--- src/design/i2cmt_map.svh ---
// Constants for the two-pin bus transaction engine: timing, pin layout, reset values
`ifndef I2CMT_MAP_SVH
`define I2CMT_MAP_SVH
// ------------------------------------------------------------
// Timing
// ------------------------------------------------------------
`define I2CMT_CLK_KHZ     100000
`define I2CMT_RATE_KBPS   81
// Four quarter steps per bus bit; rounded down so the rate is never below target
`define I2CMT_QTR_CYC     (`I2CMT_CLK_KHZ / (`I2CMT_RATE_KBPS * 4))
// ------------------------------------------------------------
// Pin layout and byte fields
// ------------------------------------------------------------
`define I2CMT_PAIR_LOW    4'h0
`define I2CMT_PAIR_HIGH   4'h8
`define I2CMT_SDA_POS     4'h0
`define I2CMT_SCL_POS     4'h1
`define I2CMT_DIR_POS     0
`define I2CMT_DIR_WRITE   1'b0
`define I2CMT_DIR_READ    1'b1
`define I2CMT_ACK_BIT     4'h8
`define I2CMT_CAP_DEPTH   16
// ------------------------------------------------------------
// Reset values
// ------------------------------------------------------------
`define I2CMT_PIN_RST     10'h000
`define I2CMT_BYTE_RST    8'h00
`endif

--- src/design/i2cmt_pkg.sv ---
// Types shared by the bus transaction engine
`include "i2cmt_map.svh"
package i2cmt_pkg;
   // Main sequencer states
   typedef enum logic [2:0] {
      S_IDLE  = 3'b000,
      S_START = 3'b001,
      S_BIT   = 3'b010,
      S_FETCH = 3'b011,
      S_STOP  = 3'b100
   } i2cmt_state_t;
   // Which byte of the transaction is on the wire
   typedef enum logic [2:0] {
      G_ID_W  = 3'b000,
      G_ADDRH = 3'b001,
      G_ADDRL = 3'b010,
      G_ID_R  = 3'b011,
      G_DATA  = 3'b100
   } i2cmt_stage_t;
   // Handling of received bytes
   typedef enum logic [1:0] {
      M_STRING = 2'b00,
      M_WAIT   = 2'b01,
      M_SKIP   = 2'b10
   } i2cmt_mode_t;
   // One command as latched at acceptance
   typedef struct packed {
      logic        isRead;
      logic        pinHigh;
      logic [7:0]  targetIdByte;
      logic [7:0]  addrHighByte;
      logic [7:0]  addressLowByte;
      logic        useLow;
      i2cmt_mode_t mode;
      logic [7:0]  count;
      logic [7:0]  endByte;
      logic        useEnd;
      logic        useLen;
   } i2cmt_cmd_t;
   // Whole state of the engine
   typedef struct packed {
      i2cmt_state_t                        st;
      i2cmt_stage_t                        stage;
      logic [8:0]                          qCnt;
      logic [1:0]                          q;
      logic [3:0]                          bitIdx;
      logic                                isRx;
      logic                                lastByte;
      logic                                lastTx;
      logic [7:0]                          shift;
      logic [7:0]                          count;
      logic [4:0]                          capIdx;
      logic [4:0]                          matchIdx;
      logic [`I2CMT_CAP_DEPTH-1:0][7:0]    capBuf;
      logic [`I2CMT_CAP_DEPTH-1:0][7:0]    patBuf;
      i2cmt_cmd_t                          cmd;
      logic                                sdaLow;
      logic                                sclLow;
      logic [9:0]                          pinOe;
      logic [9:0]                          pinOut;
      logic                                busy;
      logic                                done;
      logic                                matched;
      logic                                ackError;
      logic                                pinError;
      logic                                txReady;
      logic [7:0]                          rdData;
   } i2cmt_regs_t;
endpackage

--- src/design/i2cmt_engine.sv ---
// Single-master two-wire bus transaction engine with read modes and streamed writes
// Notes on behaviour
// Pin pair selector is 0 or 8; SDA on that pin, SCL on next.
// Pins toggle between drive and input during a transfer, end as inputs.
// Bus bit rate is about 81 kbit per second.
// Every item on the bus is an 8-bit unit.
// First byte holds 7-bit target id above a direction bit, 0 write, 1 read.
// An 8-bit address byte follows the target byte.
// With low address enabled, high byte goes first, then low byte.
// Data bytes follow the last address byte; many per session; read samples target.
// Every transaction opens with Start and closes with Stop by itself.
// A ninth clock after each byte carries the receiver's acknowledge.
// The target acknowledges every byte the engine sends.
// On reads the supplied direction bit is ignored and forced.
// Read: id with 0, address bytes, id with 1, then receive data.
// Write: id with 0, address bytes, then each data byte.
// Sole master only: no arbitration and no target behaviour.
// Identifier and both address values accept 0 through 255.
// String mode stores up to L bytes, stops on end byte, zero-fills rest.
// Wait mode receives until bytes match a pattern of L or zero-ended length.
// Skip mode receives and discards a given count of bytes.
// A read uses repeated Start, not Stop, before the read id byte.
// Receiver acknowledges each data byte but leaves the last one unacknowledged.
`timescale 1ns/100ps
`include "i2cmt_map.svh"
module i2cmt_engine
   import i2cmt_pkg::*;
(
   // Clock, reset, freeze
   input  wire logic        mclk,
   input  wire logic        reset,
   input  wire logic        clkEn,
   // Command
   input  wire logic        cmdStart,
   input  wire logic        busReadCommand,
   input  wire logic [3:0]  pinSel,
   input  wire logic [7:0]  targetIdByte,
   input  wire logic [7:0]  addrHighByte,
   input  wire logic [7:0]  addressLowByte,
   input  wire logic        useLowAddr,
   input  wire i2cmt_mode_t rxMode,
   input  wire logic [7:0]  rxCount,
   input  wire logic        useLen,
   input  wire logic [7:0]  endByte,
   input  wire logic        useEnd,
   // Outgoing data stream for writes
   input  wire logic [7:0]  txData,
   input  wire logic        txValid,
   input  wire logic        txLast,
   output logic             txReady,
   // Pattern store and capture readout
   input  wire logic        patWe,
   input  wire logic [3:0]  patIdx,
   input  wire logic [7:0]  patData,
   input  wire logic [3:0]  rdIdx,
   output logic [7:0]       rdData,
   // Status
   output logic             busy,
   output logic             done,
   output logic             matched,
   output logic             ackError,
   output logic             pinError,
   // General-purpose pins, open drain
   input  wire logic [9:0]  gpioIn,
   output logic [9:0]       gpioOut,
   output logic [9:0]       gpioOe
);
   localparam logic [8:0] QTR_LAST = 9'(`I2CMT_QTR_CYC - 1);

   i2cmt_regs_t r;
   i2cmt_regs_t n;
   logic        tick;
   logic        sdaIn;
   logic [7:0]  rxByte;
   logic [4:0]  patLen;
   logic [`I2CMT_CAP_DEPTH-1:0] patZero;

   // ------------------------------------------------------------
   // Pin pair, quarter-bit timer, pattern length
   // ------------------------------------------------------------
   assign sdaIn  = r.cmd.pinHigh ? gpioIn[`I2CMT_PAIR_HIGH + `I2CMT_SDA_POS]
                                 : gpioIn[`I2CMT_PAIR_LOW + `I2CMT_SDA_POS];
   assign tick   = (r.qCnt == QTR_LAST);
   assign rxByte = {r.shift[6:0], sdaIn};

   // Zero flag per stored pattern entry
   genvar gi;
   generate
      for (gi = 0; gi < `I2CMT_CAP_DEPTH; gi++) begin : g_zero
         assign patZero[gi] = (r.patBuf[gi] == `I2CMT_BYTE_RST);
      end
   endgenerate

   // Pattern length is the count if given, else the first zero entry
   always_comb begin
      patLen = 5'(`I2CMT_CAP_DEPTH);
      for (int i = `I2CMT_CAP_DEPTH - 1; i >= 0; i--) begin
         if (patZero[i]) begin
            patLen = 5'(i);
         end
      end
      if (r.cmd.useLen) begin
         patLen = (r.cmd.count > 8'(`I2CMT_CAP_DEPTH)) ? 5'(`I2CMT_CAP_DEPTH)
                                                       : r.cmd.count[4:0];
      end
   end

   // ------------------------------------------------------------
   // Next-state logic
   // ------------------------------------------------------------
   always_comb begin
      logic       last;
      logic [4:0] nextMatch;
      last      = 1'b0;
      nextMatch = 5'h00;
      n         = r;
      n.done    = 1'b0;
      n.txReady = 1'b0;
      n.pinOut  = `I2CMT_PIN_RST;
      n.rdData  = r.capBuf[rdIdx];
      n.qCnt    = (r.st == S_IDLE || r.st == S_FETCH || tick) ? 9'h000 : r.qCnt + 9'h001;
      if (r.st != S_IDLE && r.st != S_FETCH && tick) begin
         n.q = r.q + 2'h1;
      end
      // Pattern entries may only change between transactions
      if (patWe && r.st == S_IDLE) begin
         n.patBuf[patIdx] = patData;
      end
      case (r.st)
         S_IDLE: begin
            if (cmdStart) begin
               if (pinSel == `I2CMT_PAIR_LOW || pinSel == `I2CMT_PAIR_HIGH) begin
                  n.cmd      = '{busReadCommand, pinSel == `I2CMT_PAIR_HIGH, targetIdByte,
                                 addrHighByte, addressLowByte, useLowAddr, rxMode,
                                 rxCount, endByte, useEnd, useLen};
                  n.st       = S_START;
                  n.stage    = G_ID_W;
                  n.q        = 2'h0;
                  n.busy     = 1'b1;
                  n.ackError = 1'b0;
                  n.pinError = 1'b0;
                  n.matched  = 1'b0;
                  n.count    = `I2CMT_BYTE_RST;
                  n.capIdx   = 5'h00;
                  n.matchIdx = 5'h00;
                  n.capBuf   = '0;
               end else begin
                  n.pinError = 1'b1;
               end
            end
         end
         // Start or repeated start: SDA falls while SCL is released
         S_START: begin
            if (tick) begin
               case (r.q)
                  2'h0: n.sdaLow = 1'b0;
                  2'h1: n.sclLow = 1'b0;
                  2'h2: n.sdaLow = 1'b1;
                  default: begin
                     n.sclLow = 1'b1;
                     n.st     = S_BIT;
                     n.bitIdx = 4'h0;
                     n.isRx   = 1'b0;
                     n.shift  = {r.cmd.targetIdByte[7:1],
                                 (r.stage == G_ID_R) ? `I2CMT_DIR_READ
                                                     : `I2CMT_DIR_WRITE};
                  end
               endcase
            end
         end
         // One bit per four quarters; bit index 8 is the acknowledge slot
         S_BIT: begin
            if (tick) begin
               case (r.q)
                  2'h0: begin
                     if (r.bitIdx == `I2CMT_ACK_BIT) begin
                        n.sdaLow = r.isRx && !r.lastByte;
                     end else begin
                        n.sdaLow = !r.isRx && !r.shift[7];
                     end
                  end
                  2'h1: n.sclLow = 1'b0;
                  2'h2: begin
                     if (r.bitIdx == `I2CMT_ACK_BIT) begin
                        if (!r.isRx && sdaIn) begin
                           n.ackError = 1'b1;
                        end
                     end else if (r.isRx) begin
                        n.shift = rxByte;
                        if (r.bitIdx == 4'h7) begin
                           n.count = r.count + 8'h01;
                           case (r.cmd.mode)
                              M_STRING: begin
                                 last = (r.count + 8'h01 == r.cmd.count) ||
                                        (r.cmd.useEnd && rxByte == r.cmd.endByte);
                                 if (!(r.cmd.useEnd && rxByte == r.cmd.endByte) &&
                                     r.capIdx < 5'(`I2CMT_CAP_DEPTH)) begin
                                    n.capBuf[r.capIdx[3:0]] = rxByte;
                                    n.capIdx = r.capIdx + 5'h01;
                                 end
                              end
                              M_WAIT: begin
                                 if (r.matchIdx < 5'(`I2CMT_CAP_DEPTH) &&
                                     rxByte == r.patBuf[r.matchIdx[3:0]]) begin
                                    nextMatch = r.matchIdx + 5'h01;
                                 end else if (rxByte == r.patBuf[0]) begin
                                    nextMatch = 5'h01;
                                 end
                                 n.matchIdx = nextMatch;
                                 last       = (nextMatch >= patLen);
                                 n.matched  = last;
                              end
                              default: begin
                                 last = (r.count + 8'h01 == r.cmd.count);
                              end
                           endcase
                           n.lastByte = last;
                        end
                     end
                  end
                  default: begin
                     n.sclLow = 1'b1;
                     n.shift  = r.isRx ? r.shift : {r.shift[6:0], 1'b0};
                     n.bitIdx = r.bitIdx + 4'h1;
                     if (r.bitIdx == `I2CMT_ACK_BIT) begin
                        n.bitIdx = 4'h0;
                        n.isRx   = 1'b0;
                        if (r.ackError || (r.isRx && r.lastByte)) begin
                           n.st = S_STOP;
                        end else begin
                           case (r.stage)
                              G_ID_W: begin
                                 n.stage = G_ADDRH;
                                 n.shift = r.cmd.addrHighByte;
                              end
                              G_ADDRH, G_ADDRL: begin
                                 if (r.stage == G_ADDRH && r.cmd.useLow) begin
                                    n.stage = G_ADDRL;
                                    n.shift = r.cmd.addressLowByte;
                                 end else if (r.cmd.isRead) begin
                                    n.stage = G_ID_R;
                                    n.st    = S_START;
                                 end else begin
                                    n.stage = G_DATA;
                                    n.st    = S_FETCH;
                                 end
                              end
                              G_ID_R: begin
                                 n.stage    = G_DATA;
                                 n.isRx     = 1'b1;
                                 n.lastByte = 1'b0;
                              end
                              default: begin
                                 if (r.isRx) begin
                                    n.isRx = 1'b1;
                                 end else begin
                                    n.st = r.lastTx ? S_STOP : S_FETCH;
                                 end
                              end
                           endcase
                        end
                     end
                  end
               endcase
            end
         end
         // SCL is held low while the data source stalls
         S_FETCH: begin
            if (txValid) begin
               n.shift     = txData;
               n.lastTx    = txLast;
               n.txReady   = 1'b1;
               n.st        = S_BIT;
               n.q         = 2'h0;
            end
         end
         // Stop: SDA rises while SCL is released, then both pins are inputs
         default: begin
            if (tick) begin
               case (r.q)
                  2'h0: n.sdaLow = 1'b1;
                  2'h1: n.sclLow = 1'b0;
                  2'h2: n.sdaLow = 1'b0;
                  default: begin
                     n.st   = S_IDLE;
                     n.busy = 1'b0;
                     n.done = 1'b1;
                  end
               endcase
            end
         end
      endcase
      // Open drain: only the selected pair is ever pulled low
      n.pinOe = `I2CMT_PIN_RST;
      n.pinOe[(n.cmd.pinHigh ? `I2CMT_PAIR_HIGH : `I2CMT_PAIR_LOW) + `I2CMT_SDA_POS] = n.sdaLow;
      n.pinOe[(n.cmd.pinHigh ? `I2CMT_PAIR_HIGH : `I2CMT_PAIR_LOW) + `I2CMT_SCL_POS] = n.sclLow;
   end

   // ------------------------------------------------------------
   // State register
   // ------------------------------------------------------------
   always_ff @(posedge mclk) begin
      if (reset) begin
         r <= '0;
      end else if (clkEn) begin
         r <= n;
      end
   end

   assign txReady  = r.txReady;
   assign rdData   = r.rdData;
   assign busy     = r.busy;
   assign done     = r.done;
   assign matched  = r.matched;
   assign ackError = r.ackError;
   assign pinError = r.pinError;
   assign gpioOut  = r.pinOut;
   assign gpioOe   = r.pinOe;
endmodule

--- config.mk ---
export PLATFORM = sky130hd
export DESIGN_NAME = i2cmt_engine
export DESIGN_NICKNAME = d
export VERILOG_FILES = /design/src/design/i2cmt_pkg.sv /design/src/design/i2cmt_engine.sv
export VERILOG_INCLUDE_DIRS = /design/src /design/src/design
export SDC_FILE = /design/constraint.sdc
export NUM_CORES = 1
export LEC_CHECK = 0
export BUFFER_PORTS_ARGS = -buffer_cell sky130_fd_sc_hd__buf_2
export CORE_MARGIN = 3
export CORE_UTILIZATION = 60
export DETAILED_ROUTE_END_ITERATION = 6
export PLACE_DENSITY = 0.8
export SYNTH_ARGS = -nofsm -noshare
export SYNTH_HDL_FRONTEND = slang
export SYNTH_SLANG_ARGS = --single-unit
--- constraint.sdc ---
create_clock -name mclk -period 4.8 [get_ports mclk]
set_clock_uncertainty 0.1 [all_clocks]
set_input_delay 0.48 -clock mclk [delete_from_list [all_inputs] [get_ports mclk]]
set_output_delay 0.48 -clock mclk [all_outputs]
set_load 0.05 [all_outputs]
## Word-level counts from Yosys, hierarchy flattened

Index checks and enable logic that the tools add are counted.

- Flip-flop bits (word level): 379
- Input port bits: 91
- Output and inout port bits: 34
- Logic and storage cells: 357

- Add/subtract/negate cells: 7
- Order comparisons: 14
- Equal/unequal tests: 47
- Multiplexer cells: 143
- Bitwise gates (word level): 3
- Reductions and logical operators: 78

Operator list:

| kind | count |
|---|---|
| 146-bit two-way mux | 4 |
| 154-bit two-way mux | 3 |
| 146-bit case mux with 2 select lines | 1 |
| 128-bit bitwise mux | 2 |
| 128-bit two-way mux | 2 |
| 5-bit two-way mux | 33 |
| 46-bit two-way mux | 3 |
| 8-bit zero test | 16 |
| 8-bit two-way mux | 11 |
| 8-bit binary-select mux with 4-bit select | 2 |
| 8-bit demux with 4-bit select | 2 |
| 6-bit two-way mux | 7 |
| 3-bit two-way mux | 12 |
| 8-bit == test | 4 |
| 2-bit inequality test (second input constant) | 16 |
| 8-bit case mux with 2 select lines | 2 |
| 4-bit by 5-bit < comparator with 1-bit output (second input constant) | 6 |
| 9-bit AND reduction | 3 |
| 2-bit two-way mux | 13 |
| 1-bit two-way mux | 25 |
| 8-bit case mux with 3 select lines | 1 |
| 10-bit AND reduction | 2 |
| 4-bit by 1-bit >= comparator with 1-bit output (second input constant) | 4 |
| 1-bit logical AND | 15 |
| other kinds (53) | 103 |

## Longest topological paths before layout

Gate-level depths: netlist (run 1).

- Word-level depth: 26
- Mapped depth: 19
- Mapped depth without buffers: 17

## Least setup slack after synthesis (run 1)

OpenSTA, ideal clock, no wires.

- Path kind: reg-to-reg
- Start point: reg r[339] in the netlist's numbering
- End point: reg r (netlist bit matched)
- Setup time: 0.128 ns
- Arrival time: 3.754 ns
- Data required time: 4.572 ns
- Path slack: 0.819 ns
- Cell stages (with the launch flop): 19
- Path buffers: 3
- Period minus slack after synthesis: 3.981 ns
- Cell sequence: dfxtp_1 -> buf_6 -> buf_12 -> buf_12 -> mux4_2 -> mux4_2 -> xnor2_1 -> nand4b_1 -> nor3_2 -> mux2_2 -> ha_1 -> nand2b_1 -> a21o_1 -> a21o_1 -> a21o_1 -> a21oi_1 -> nor3_1 -> a21oi_1 -> nor2_1

- Cells in the longest elaborated chain, start to end: 20
- Elaborated cells on any way between the ends: 22
- Classes of those cells: add/sub: 1; order compare: 2; eq/ne: 1; mux: 17; reduce/logical: 1

RTL lines:

| item | RTL line | source |
|---|---|---|
| from (decl) | i2cmt_engine.sv:70 | `i2cmt_regs_t r;` |
| from (signal assigned) | i2cmt_engine.sv:306 | `r <= n;` |
| 8-bit binary-select mux with 4-bit select | i2cmt_engine.sv:204 | `rxByte == r.patBuf[r.matchIdx[3:0]]) begin` |
| 8-bit two-way mux (not written as such) | i2cmt_engine.sv:204 |  |
| 8-bit == test | i2cmt_engine.sv:204 |  |
| 1-bit logical AND | i2cmt_engine.sv:203 | `` if (r.matchIdx < 5'(`I2CMT_CAP_DEPTH) && `` |
| 5-bit two-way mux (*) | i2cmt_engine.sv:203 |  |
| 5-bit two-way mux (*) | i2cmt_engine.sv:192 | `case (r.cmd.mode)` |
| 5-bit two-way mux (*) | i2cmt_engine.sv:190 | `if (r.bitIdx == 4'h7) begin` |
| 5-bit two-way mux (*) | i2cmt_engine.sv:188 | `end else if (r.isRx) begin` |
| [... 4 more ...] | n/a |  |
| 5-bit >= comparator (*) | i2cmt_engine.sv:210 | `last = (nextMatch >= patLen);` |
| 1-bit two-way mux (*) | i2cmt_engine.sv:192 |  |
| 1-bit two-way mux (*) | i2cmt_engine.sv:190 |  |
| 1-bit two-way mux (*) | i2cmt_engine.sv:188 |  |
| 1-bit two-way mux (*) | i2cmt_engine.sv:184 | `` if (r.bitIdx == `I2CMT_ACK_BIT) begin `` |
| 2-bit two-way mux (*) | i2cmt_engine.sv:174 | `case (r.q)` |
| 2-bit two-way mux (*) | i2cmt_engine.sv:173 | `if (tick) begin` |
| 2-bit case mux with 2 select lines (*) | i2cmt_engine.sv:129 | `case (r.st)` |

Every way passes the cells marked *; elsewhere a longest branch is shown, timed or not. The select of a mux whose other input is x is not followed.
A chain may end at the register's enable or synchronous reset.

## Worst setup path in the final report (run 1)

Ends and elaborated chain as after synthesis.

==> results of run 1 <==
metrics by stage:
stage	instances	instance area, um2	worst slack (ns)
after floorplan	1935	18100	0.819
final	2338	19800	0.386
after global placement	2268	18500	0.495
after global routing	2338	19800	0.192
after CTS	2338	19800	0.451
after detailed placement	2268	18500	0.502
worst max-delay path, stage by stage, from the launching register on:
cell                       delay (ns)
sky130_fd_sc_hd__dfxtp_1         0.36
sky130_fd_sc_hd__buf_12          0.23
sky130_fd_sc_hd__mux4_1          0.64
sky130_fd_sc_hd__mux4_2          0.50
sky130_fd_sc_hd__xnor2_1         0.17
sky130_fd_sc_hd__nand4b_1        0.12
sky130_fd_sc_hd__nor3_2          0.25
sky130_fd_sc_hd__mux2_2          0.37
sky130_fd_sc_hd__ha_1            0.28
sky130_fd_sc_hd__nand2b_1        0.14
sky130_fd_sc_hd__a21o_1          0.18
sky130_fd_sc_hd__a21o_1          0.18
sky130_fd_sc_hd__a21o_1          0.17
sky130_fd_sc_hd__a21oi_1         0.24
sky130_fd_sc_hd__nor3_1          0.08
sky130_fd_sc_hd__a21oi_1         0.15
sky130_fd_sc_hd__nor2_1          0.06
power by group through the flow:
| stage | combinational [mW] | clock [mW] | sequential [mW] |
|---|---|---|---|
| after floorplan | 0.620 | 0 | 3.27 |
| after global placement | 0.817 | 0 | 3.29 |
| after detailed placement | 0.832 | 0 | 3.29 |
| after CTS | 0.840 | 3.20 | 3.22 |
| after global routing | 0.928 | 3.33 | 3.23 |
| final | 0.854 | 3.18 | 3.22 |
area by class of cell:
class	instances	area share
inverter	17	0.00322
timing repair buffer	126	0.0376
tap	384	0.0242
multi-input combinational	1369	0.490
clock inverter	8	0.00606
clock buffer	62	0.0628
sequential	372	0.376
per-layer routing:
layer | global-route usage | wire, um
met4 | 0.108 | 1510
met2 | 0.479 | 22500
met3 | 0.0468 | 4140
met5 | 0 | 12
met1 | 0.395 | 20100
Yosys cell counts (all sizes together), types with 24 or more instances:
| cell | number |
|---|---|
| mux4 | 69 |
| o21ai | 46 |
| dfxtp | 372 |
| nand3 | 31 |
| buf | 79 |
| nor2 | 383 |
| a21oi | 61 |
| nand2 | 95 |
| xor2 | 24 |
| nor2b | 24 |
| a22oi | 140 |
| nor3 | 32 |
| nor4 | 28 |
| clkbuf | 98 |
| mux2i | 199 |
logic make-up (layout without fill, tap and decap cells):
kind of cell               after synthesis  count (layout)  share of synthesized area
xor gates and xnor gates                47              47                     0.0228
buffers and inverters                  194             213                     0.0515
adders and majority gates               18              18                     0.0125
muxes                                  270             270                      0.201
and+or+nand+nor                        700             700                      0.178
DFF                                    372             372                      0.413
AOI/OAI and AO/OA                      318             318                      0.121
other                                    1              16                   0.000208
final timing paths:
kind | start | to | slack [ns] | depth (start not counted)
worst max-delay path | r[339] | matched | 0.39 | 16
worst min-delay path | rxCount[0] | r[46] | 0.09 | 3
worst max register to register | r[339] | matched | 0.39 | 16
worst min register to register | txReady | txReady | 0.37 | 2
==> results.txt, run 1 <==
The run finished with clean final reports. Power spread over the standard cell area amounts to 366 nW/um2. Of all flip-flops after synthesis, the portion carrying an async set or reset was 0. The fraction of final layout cells sized beyond drive strength 1 came out at 0.129. The number of enable flip-flop cells after synthesis is 0.

Buffers inserted to repair hold after CTS numbered 0. The via count of the first global-routing pass came to 14400. The switching portion of total power is 0.259. Once the clock tree was built, the setup fixing pass inserted 0 buffers. The number of pins with negative max-slew slack in the final report is 0. The path type of the worst min-delay path is input pin to flip-flop. The reported net switching power came out at 1.88 mW. The biggest area contributor in the post-synthesis netlist is sky130_fd_sc_hd__dfxtp_1. The number of buffers on the longest clock path came out at 3. The setup TNS is 0 ns. Of the post-synthesis cell area, the dominant cell type holds 0.413. Port buffering added 99 buffers. In this run the horizontal extent of the chip is 179 um. The share of total power dissipated in sequential elements is 0.444. Dividing the final minimum period by the clock period gives 0.920. The TritonCTS buffer count came out at 40.

The time the final worst path needs with I/O delays and setup is 4.41 ns. The detailed-placement wirelength estimate is 32.4 mm. The root buffer cell chosen for the clock tree is sky130_fd_sc_hd__clkbuf_16. The most frequent standard cell in the layout excluding fill and tap cells is sky130_fd_sc_hd__nor2_1. The signed area change from the synthesized netlist to the final layout is 9.95%. The final-report setup violation count is 0. Clock latency on the worst-skew pair, taken at its later pin, is 0.53 ns.

STA classifies the critical path endpoint as a flip-flop. Across all layers, the routed design uses 15000 vias. The CTS tree is yes. The flip-flop and latch count after synthesis came out at 372.

The headroom to the max-slew limit came out at 0.289. After filler insertion, the fill cell instance count of the layout stands at 2218. At the pin with the least slew margin, the transition time is 1.07 ns. The worst hold slack came out at 0.0896 ns. The quantity of gates resized following cts came out at 0. The analysis attributes to cell leakage a power of 7.82 nW. At the end of routability-driven placement, the weighted congestion stood at 0.923. The max-capacitance violation count came out at 0. The largest voltage drop on the vdd net is 0.250 mV. The remaining routing DRC violations came out at 0. The global-route congestion overflow total came out at 0. The share of the core filled with cells is 0.680. The flip-flop count of the largest register, all copies and words added is 354. The area taken by flip-flops and latches is 7450 um2. The critical path in this run is classified as flip-flop to flip-flop. Measured along the y axis, the die boundary spans 179 um. The total inserted antenna cells is 0. Data arrives at the worst endpoint at 4.69 ns.

The clock sink count is 372. The total wirelength of the detailed-routed design came out at 48.2 mm. The overall routing resource usage came out at 0.293.

The cell-internal power is 5.38 mW. The sequential share of the synthesized area came out at 0.413. The number of library cell types mapped by synthesis is 73. The multi-input logic area came out at 9720 um2.

The effective utilization at floorplan is 0.618. The power share of the clock group is 0.438. In this run the cell area of the synthesized design comes to 18000 um2. The number of antenna violations at the first check in global routing is 1. The share of total power dissipated in combinational logic is 0.118. The overall power after layout came out at 7.26 mW.

The most flop-heavy register is r. Synthesis produced 1920 cells. By area the synthesized netlist is led by sky130_fd_sc_hd__dfxtp_1 (41%), sky130_fd_sc_hd__mux2i_1 (11%), sky130_fd_sc_hd__nor2_1 (8.0%), sky130_fd_sc_hd__mux4_2 (6.5%), sky130_fd_sc_hd__a22oi_1 (5.8%). The region available for standard cell placement spans 29200 um2. For this run, the detailed router's first-pass iteration total came to 5.

The routed length per placed instance came out at 20.6 um. The final-report hold violation count came out at 0. The number of rows in the core area came out at 62. In the synthesized netlist the dominant register cell turns out to be sky130_fd_sc_hd__dfxtp_1. The first global-routing pass estimated 75.9 mm of wire.

The detailed-route vias per instance is 6.43. The highest clock frequency the design can meet came out at 227 MHz. The H-tree was split into 2 levels. The detailed router's first-iteration violation count came out at 1640. The number of warnings issued by yosys is 0. The maximum fanout along the worst path came out at 33. Setup repair after global routing left no endpoint under its margin. The average instance in the mapped netlist occupies 9.39 um2. The data required time at the worst endpoint is 5.08 ns. Leaving out fill and tap cells, the most frequent cells in the layout are sky130_fd_sc_hd__nor2_1 (383), sky130_fd_sc_hd__dfxtp_1 (372), sky130_fd_sc_hd__mux2i_1 (199), sky130_fd_sc_hd__a22oi_1 (140), sky130_fd_sc_hd__buf_2 (98).

After clock tree synthesis, the clock-pin slew on the worst setup and hold paths is 0.06 ns. The critical path launch point type is a flip-flop. 125 I/O pins were placed. For this run, the post-layout net count is 2035. Entering global routing, the biggest net connects 153 pins. The full die area is 32200 um2. The remaining antenna violation count is 0.
Note: power is estimated with default switching activity, not from simulation.
==> run 2: changes to the inputs <==
--- a/config.mk
+++ b/config.mk
@@ -7,10 +7,11 @@
 export NUM_CORES = 1
 export LEC_CHECK = 0
 export BUFFER_PORTS_ARGS = -buffer_cell sky130_fd_sc_hd__buf_2
-export CORE_MARGIN = 3
+export CORE_ASPECT_RATIO = 1.25
 export CORE_UTILIZATION = 60
 export DETAILED_ROUTE_END_ITERATION = 6
 export PLACE_DENSITY = 0.8
+export RECOVER_POWER = 100
 export SYNTH_ARGS = -nofsm -noshare
 export SYNTH_HDL_FRONTEND = slang
 export SYNTH_SLANG_ARGS = --single-unit
==> results.txt, run 2 (same netlist as run 1, synthesis figures left out) <==
The run finished, with violations left. The checks that failed: capacitance limit, slew limit. The slew of the pin with the lowest slew margin came out at 1.57 ns. Setup repair after global routing left no endpoint under its margin. The number of buffers on the longest clock path is 3.

TritonCTS built the clock tree. The number of pins with negative max-slew slack in the final report is 29. The leakage component of the power came out at 7.70 nW.

The total wirelength of the detailed-routed design came out at 49.9 mm. Clock tree synthesis inserted a total of 37 buffers. The root buffer cell chosen for the clock tree is sky130_fd_sc_hd__clkbuf_16.

In this run the register-to-register setup slack is 0.33 ns. Setup violations remaining at the end of the flow were counted as 0. During I/O placement, the number of pins put on the boundary was 125. The congestion estimate from routability-driven global placement came to 0.977.

The fraction of final layout cells sized beyond drive strength 1 is 0.113. The detailed-placement wirelength estimate came out at 33.6 mm. The total core area came out at 29400 um2.

The delay contributed by the slowest stage of the critical path is 0.85 ns. In the layout the commonest cells are sky130_fd_sc_hd__nor2_1 (383), sky130_fd_sc_hd__dfxtp_1 (372), sky130_fd_sc_hd__mux2i_1 (199), sky130_fd_sc_hd__a22oi_1 (140), sky130_fd_sc_hd__nand2_1 (95). After routing, the total negative slack on setup checks comes to 0 ns.

The remaining routing DRC violations is 0. The number of rows in the core area came out at 70. The signed area change from the synthesized netlist to the final layout came out at 9.52%. The via count of the first global-routing pass came out at 14500. The number of search-and-repair iterations in the first detailed-routing pass is 7. The number of nets in the finished design came out at 2033. From bottom edge to top edge, the die measures 196 um. The library cell used most frequently in the layout, excluding fill and tap cells, is sky130_fd_sc_hd__nor2_1. The data required time at the worst endpoint came out at 5.08 ns.

The flip-flop count of the largest register, all copies and words added is 354. The final-report hold violation count is 0. Ranked by flip-flop count, first place goes to r. In this run the post-CTS setup repair buffer count came out at 0. Data arrives at the worst endpoint at 4.75 ns. The full die area came out at 30700 um2.

The max-capacitance violation count came out at 2. In this run, post-CTS hold repair placed 0 buffers. The worst hold slack is 0.0826 ns. The number of antenna violations at the first check in global routing came out at 4. The first global-routing pass estimated 78.0 mm of wire. The detailed router's first-iteration violation count is 1340. Of all nets on the critical path, the largest fanout is 45. The post-route fraction of the period consumed by the critical path came out at 0.931. The worst-case IR drop observed on VDD is 0.281 mV.

The global-route congestion overflow total is 0. In this run the remaining antenna-violating nets after routing total 0. The standard cell with the maximum stage delay on the critical path is sky130_fd_sc_hd__clkbuf_4. The worst hold path belongs to the class input pin to flip-flop. The critical path class is flip-flop to flip-flop. The detailed-route via count is 15100. The overall routing resource usage came out at 0.324. The clock slew seen by the registers of the worst setup and hold paths is 0.06 ns. The quantity of gates resized following cts came out at 0. The power per unit of standard cell area is 366 nW/um2. The latest clock arrival within the worst-skew pair is 0.54 ns. The pin count of the biggest net entering global routing is 178. The clock sink count came out at 372. STA classifies the critical path endpoint as a flip-flop.

The routed length per placed instance came out at 21.2 um. The critical path launch point type is a flip-flop. The headroom to the max-slew limit came out at -0.0484.

The H-tree depth is 2. The width of the die is 157 um. The number of port buffers is 99.

The highest clock frequency the design can meet is 224 MHz. Walking the worst path, the cells encountered are clkbuf_1, or3_1, o21ai_0, a221o_1, nor4_1, clkbuf_4, mux2i_1, nor2_1. The effective utilization at floorplan came out at 0.613. The time the final worst path needs with I/O delays and setup is 4.47 ns. The detailed-route vias per instance is 6.43.
[run 2: cell count changes in the layout (fill, tap and decap cells not counted), moves of 2 or more]
cell	previous run	this run
sky130_fd_sc_hd__clkbuf_16	41	38
sky130_fd_sc_hd__diode_2	0	4
sky130_fd_sc_hd__o21ai_1	13	1
sky130_fd_sc_hd__clkbuf_8	14	12
sky130_fd_sc_hd__o21ai_0	33	45
sky130_fd_sc_hd__bufinv_16	3	5
sky130_fd_sc_hd__buf_2	98	79
sky130_fd_sc_hd__buf_4	24	18
sky130_fd_sc_hd__clkbuf_1	7	31
sky130_fd_sc_hd__clkinvlp_4	2	0
[run 2: report_power, final]
| group | switching, mW | internal (mW) | total (mW) |
|---|---|---|---|
| clock network | 1.24 | 1.92 | 3.15 |
| logic | 0.569 | 0.269 | 0.838 |
| registers | 0.0763 | 3.15 | 3.23 |
| total | 1.88 | 5.34 | 7.22 |
[run 2: final cells by class]
class                           instances  area [um2]
Clock inverter                         11         206
Tap cell                              396         495
Fill cell                            2320        9690
Multi-Input combinational cell       1369        9690
Inverter                               17        63.8
Sequential cell                       372        7450
Antenna cell                            4        10.0
Timing Repair Buffer                  127         691
Clock buffer                           55        1130
[run 2: stage by stage]
| stage | util | total power [mW] | instances | worst slack (ns) | cell area, um2 |
|---|---|---|---|---|---|
| after floorplan | - | 3.89 | 1935 | 0.819 | 18100 |
| after global placement | 0.628 | 4.11 | 2281 | 0.517 | 18500 |
| after detailed placement | 0.628 | 4.13 | 2281 | 0.523 | 18500 |
| after CTS | 0.673 | 7.25 | 2347 | 0.485 | 19800 |
| after global routing | 0.671 | 7.45 | 2351 | 0.0505 | 19700 |
| final | 0.671 | 7.22 | 2351 | 0.330 | 19700 |
[run 2: routing by layer]
layer / vias up / track usage / routed length [um]
li1: 6873 / - / -
met1: 7232 / 0.390 / 18800
met2: 796 / 0.549 / 24400
met3: 226 / 0.0451 / 3560
met4: 0 / 0.195 / 3120
met5: - / 0 / 0
[run 2: path summary, 6_finish.rpt]
kind / startpoint / end / cells past startpoint
setup / recovery: r[386] / r[80] / 8
hold / removal: addressLowByte[7] / r[64] / 3
setup reg to reg: r[386] / r[80] / 8
hold reg to reg: txReady / txReady / 2
[run 2: critical path: cells and delay by family (launching register included)]
kind | cells | cell delay (ns)
flip-flops | 1 | 0.67
multiplexers | 1 | 0.28
buffers and inverters | 2 | 1.46
AND/OR/NAND/NOR | 3 | 1.14
AO/OA/AOI/OAI | 2 | 0.62
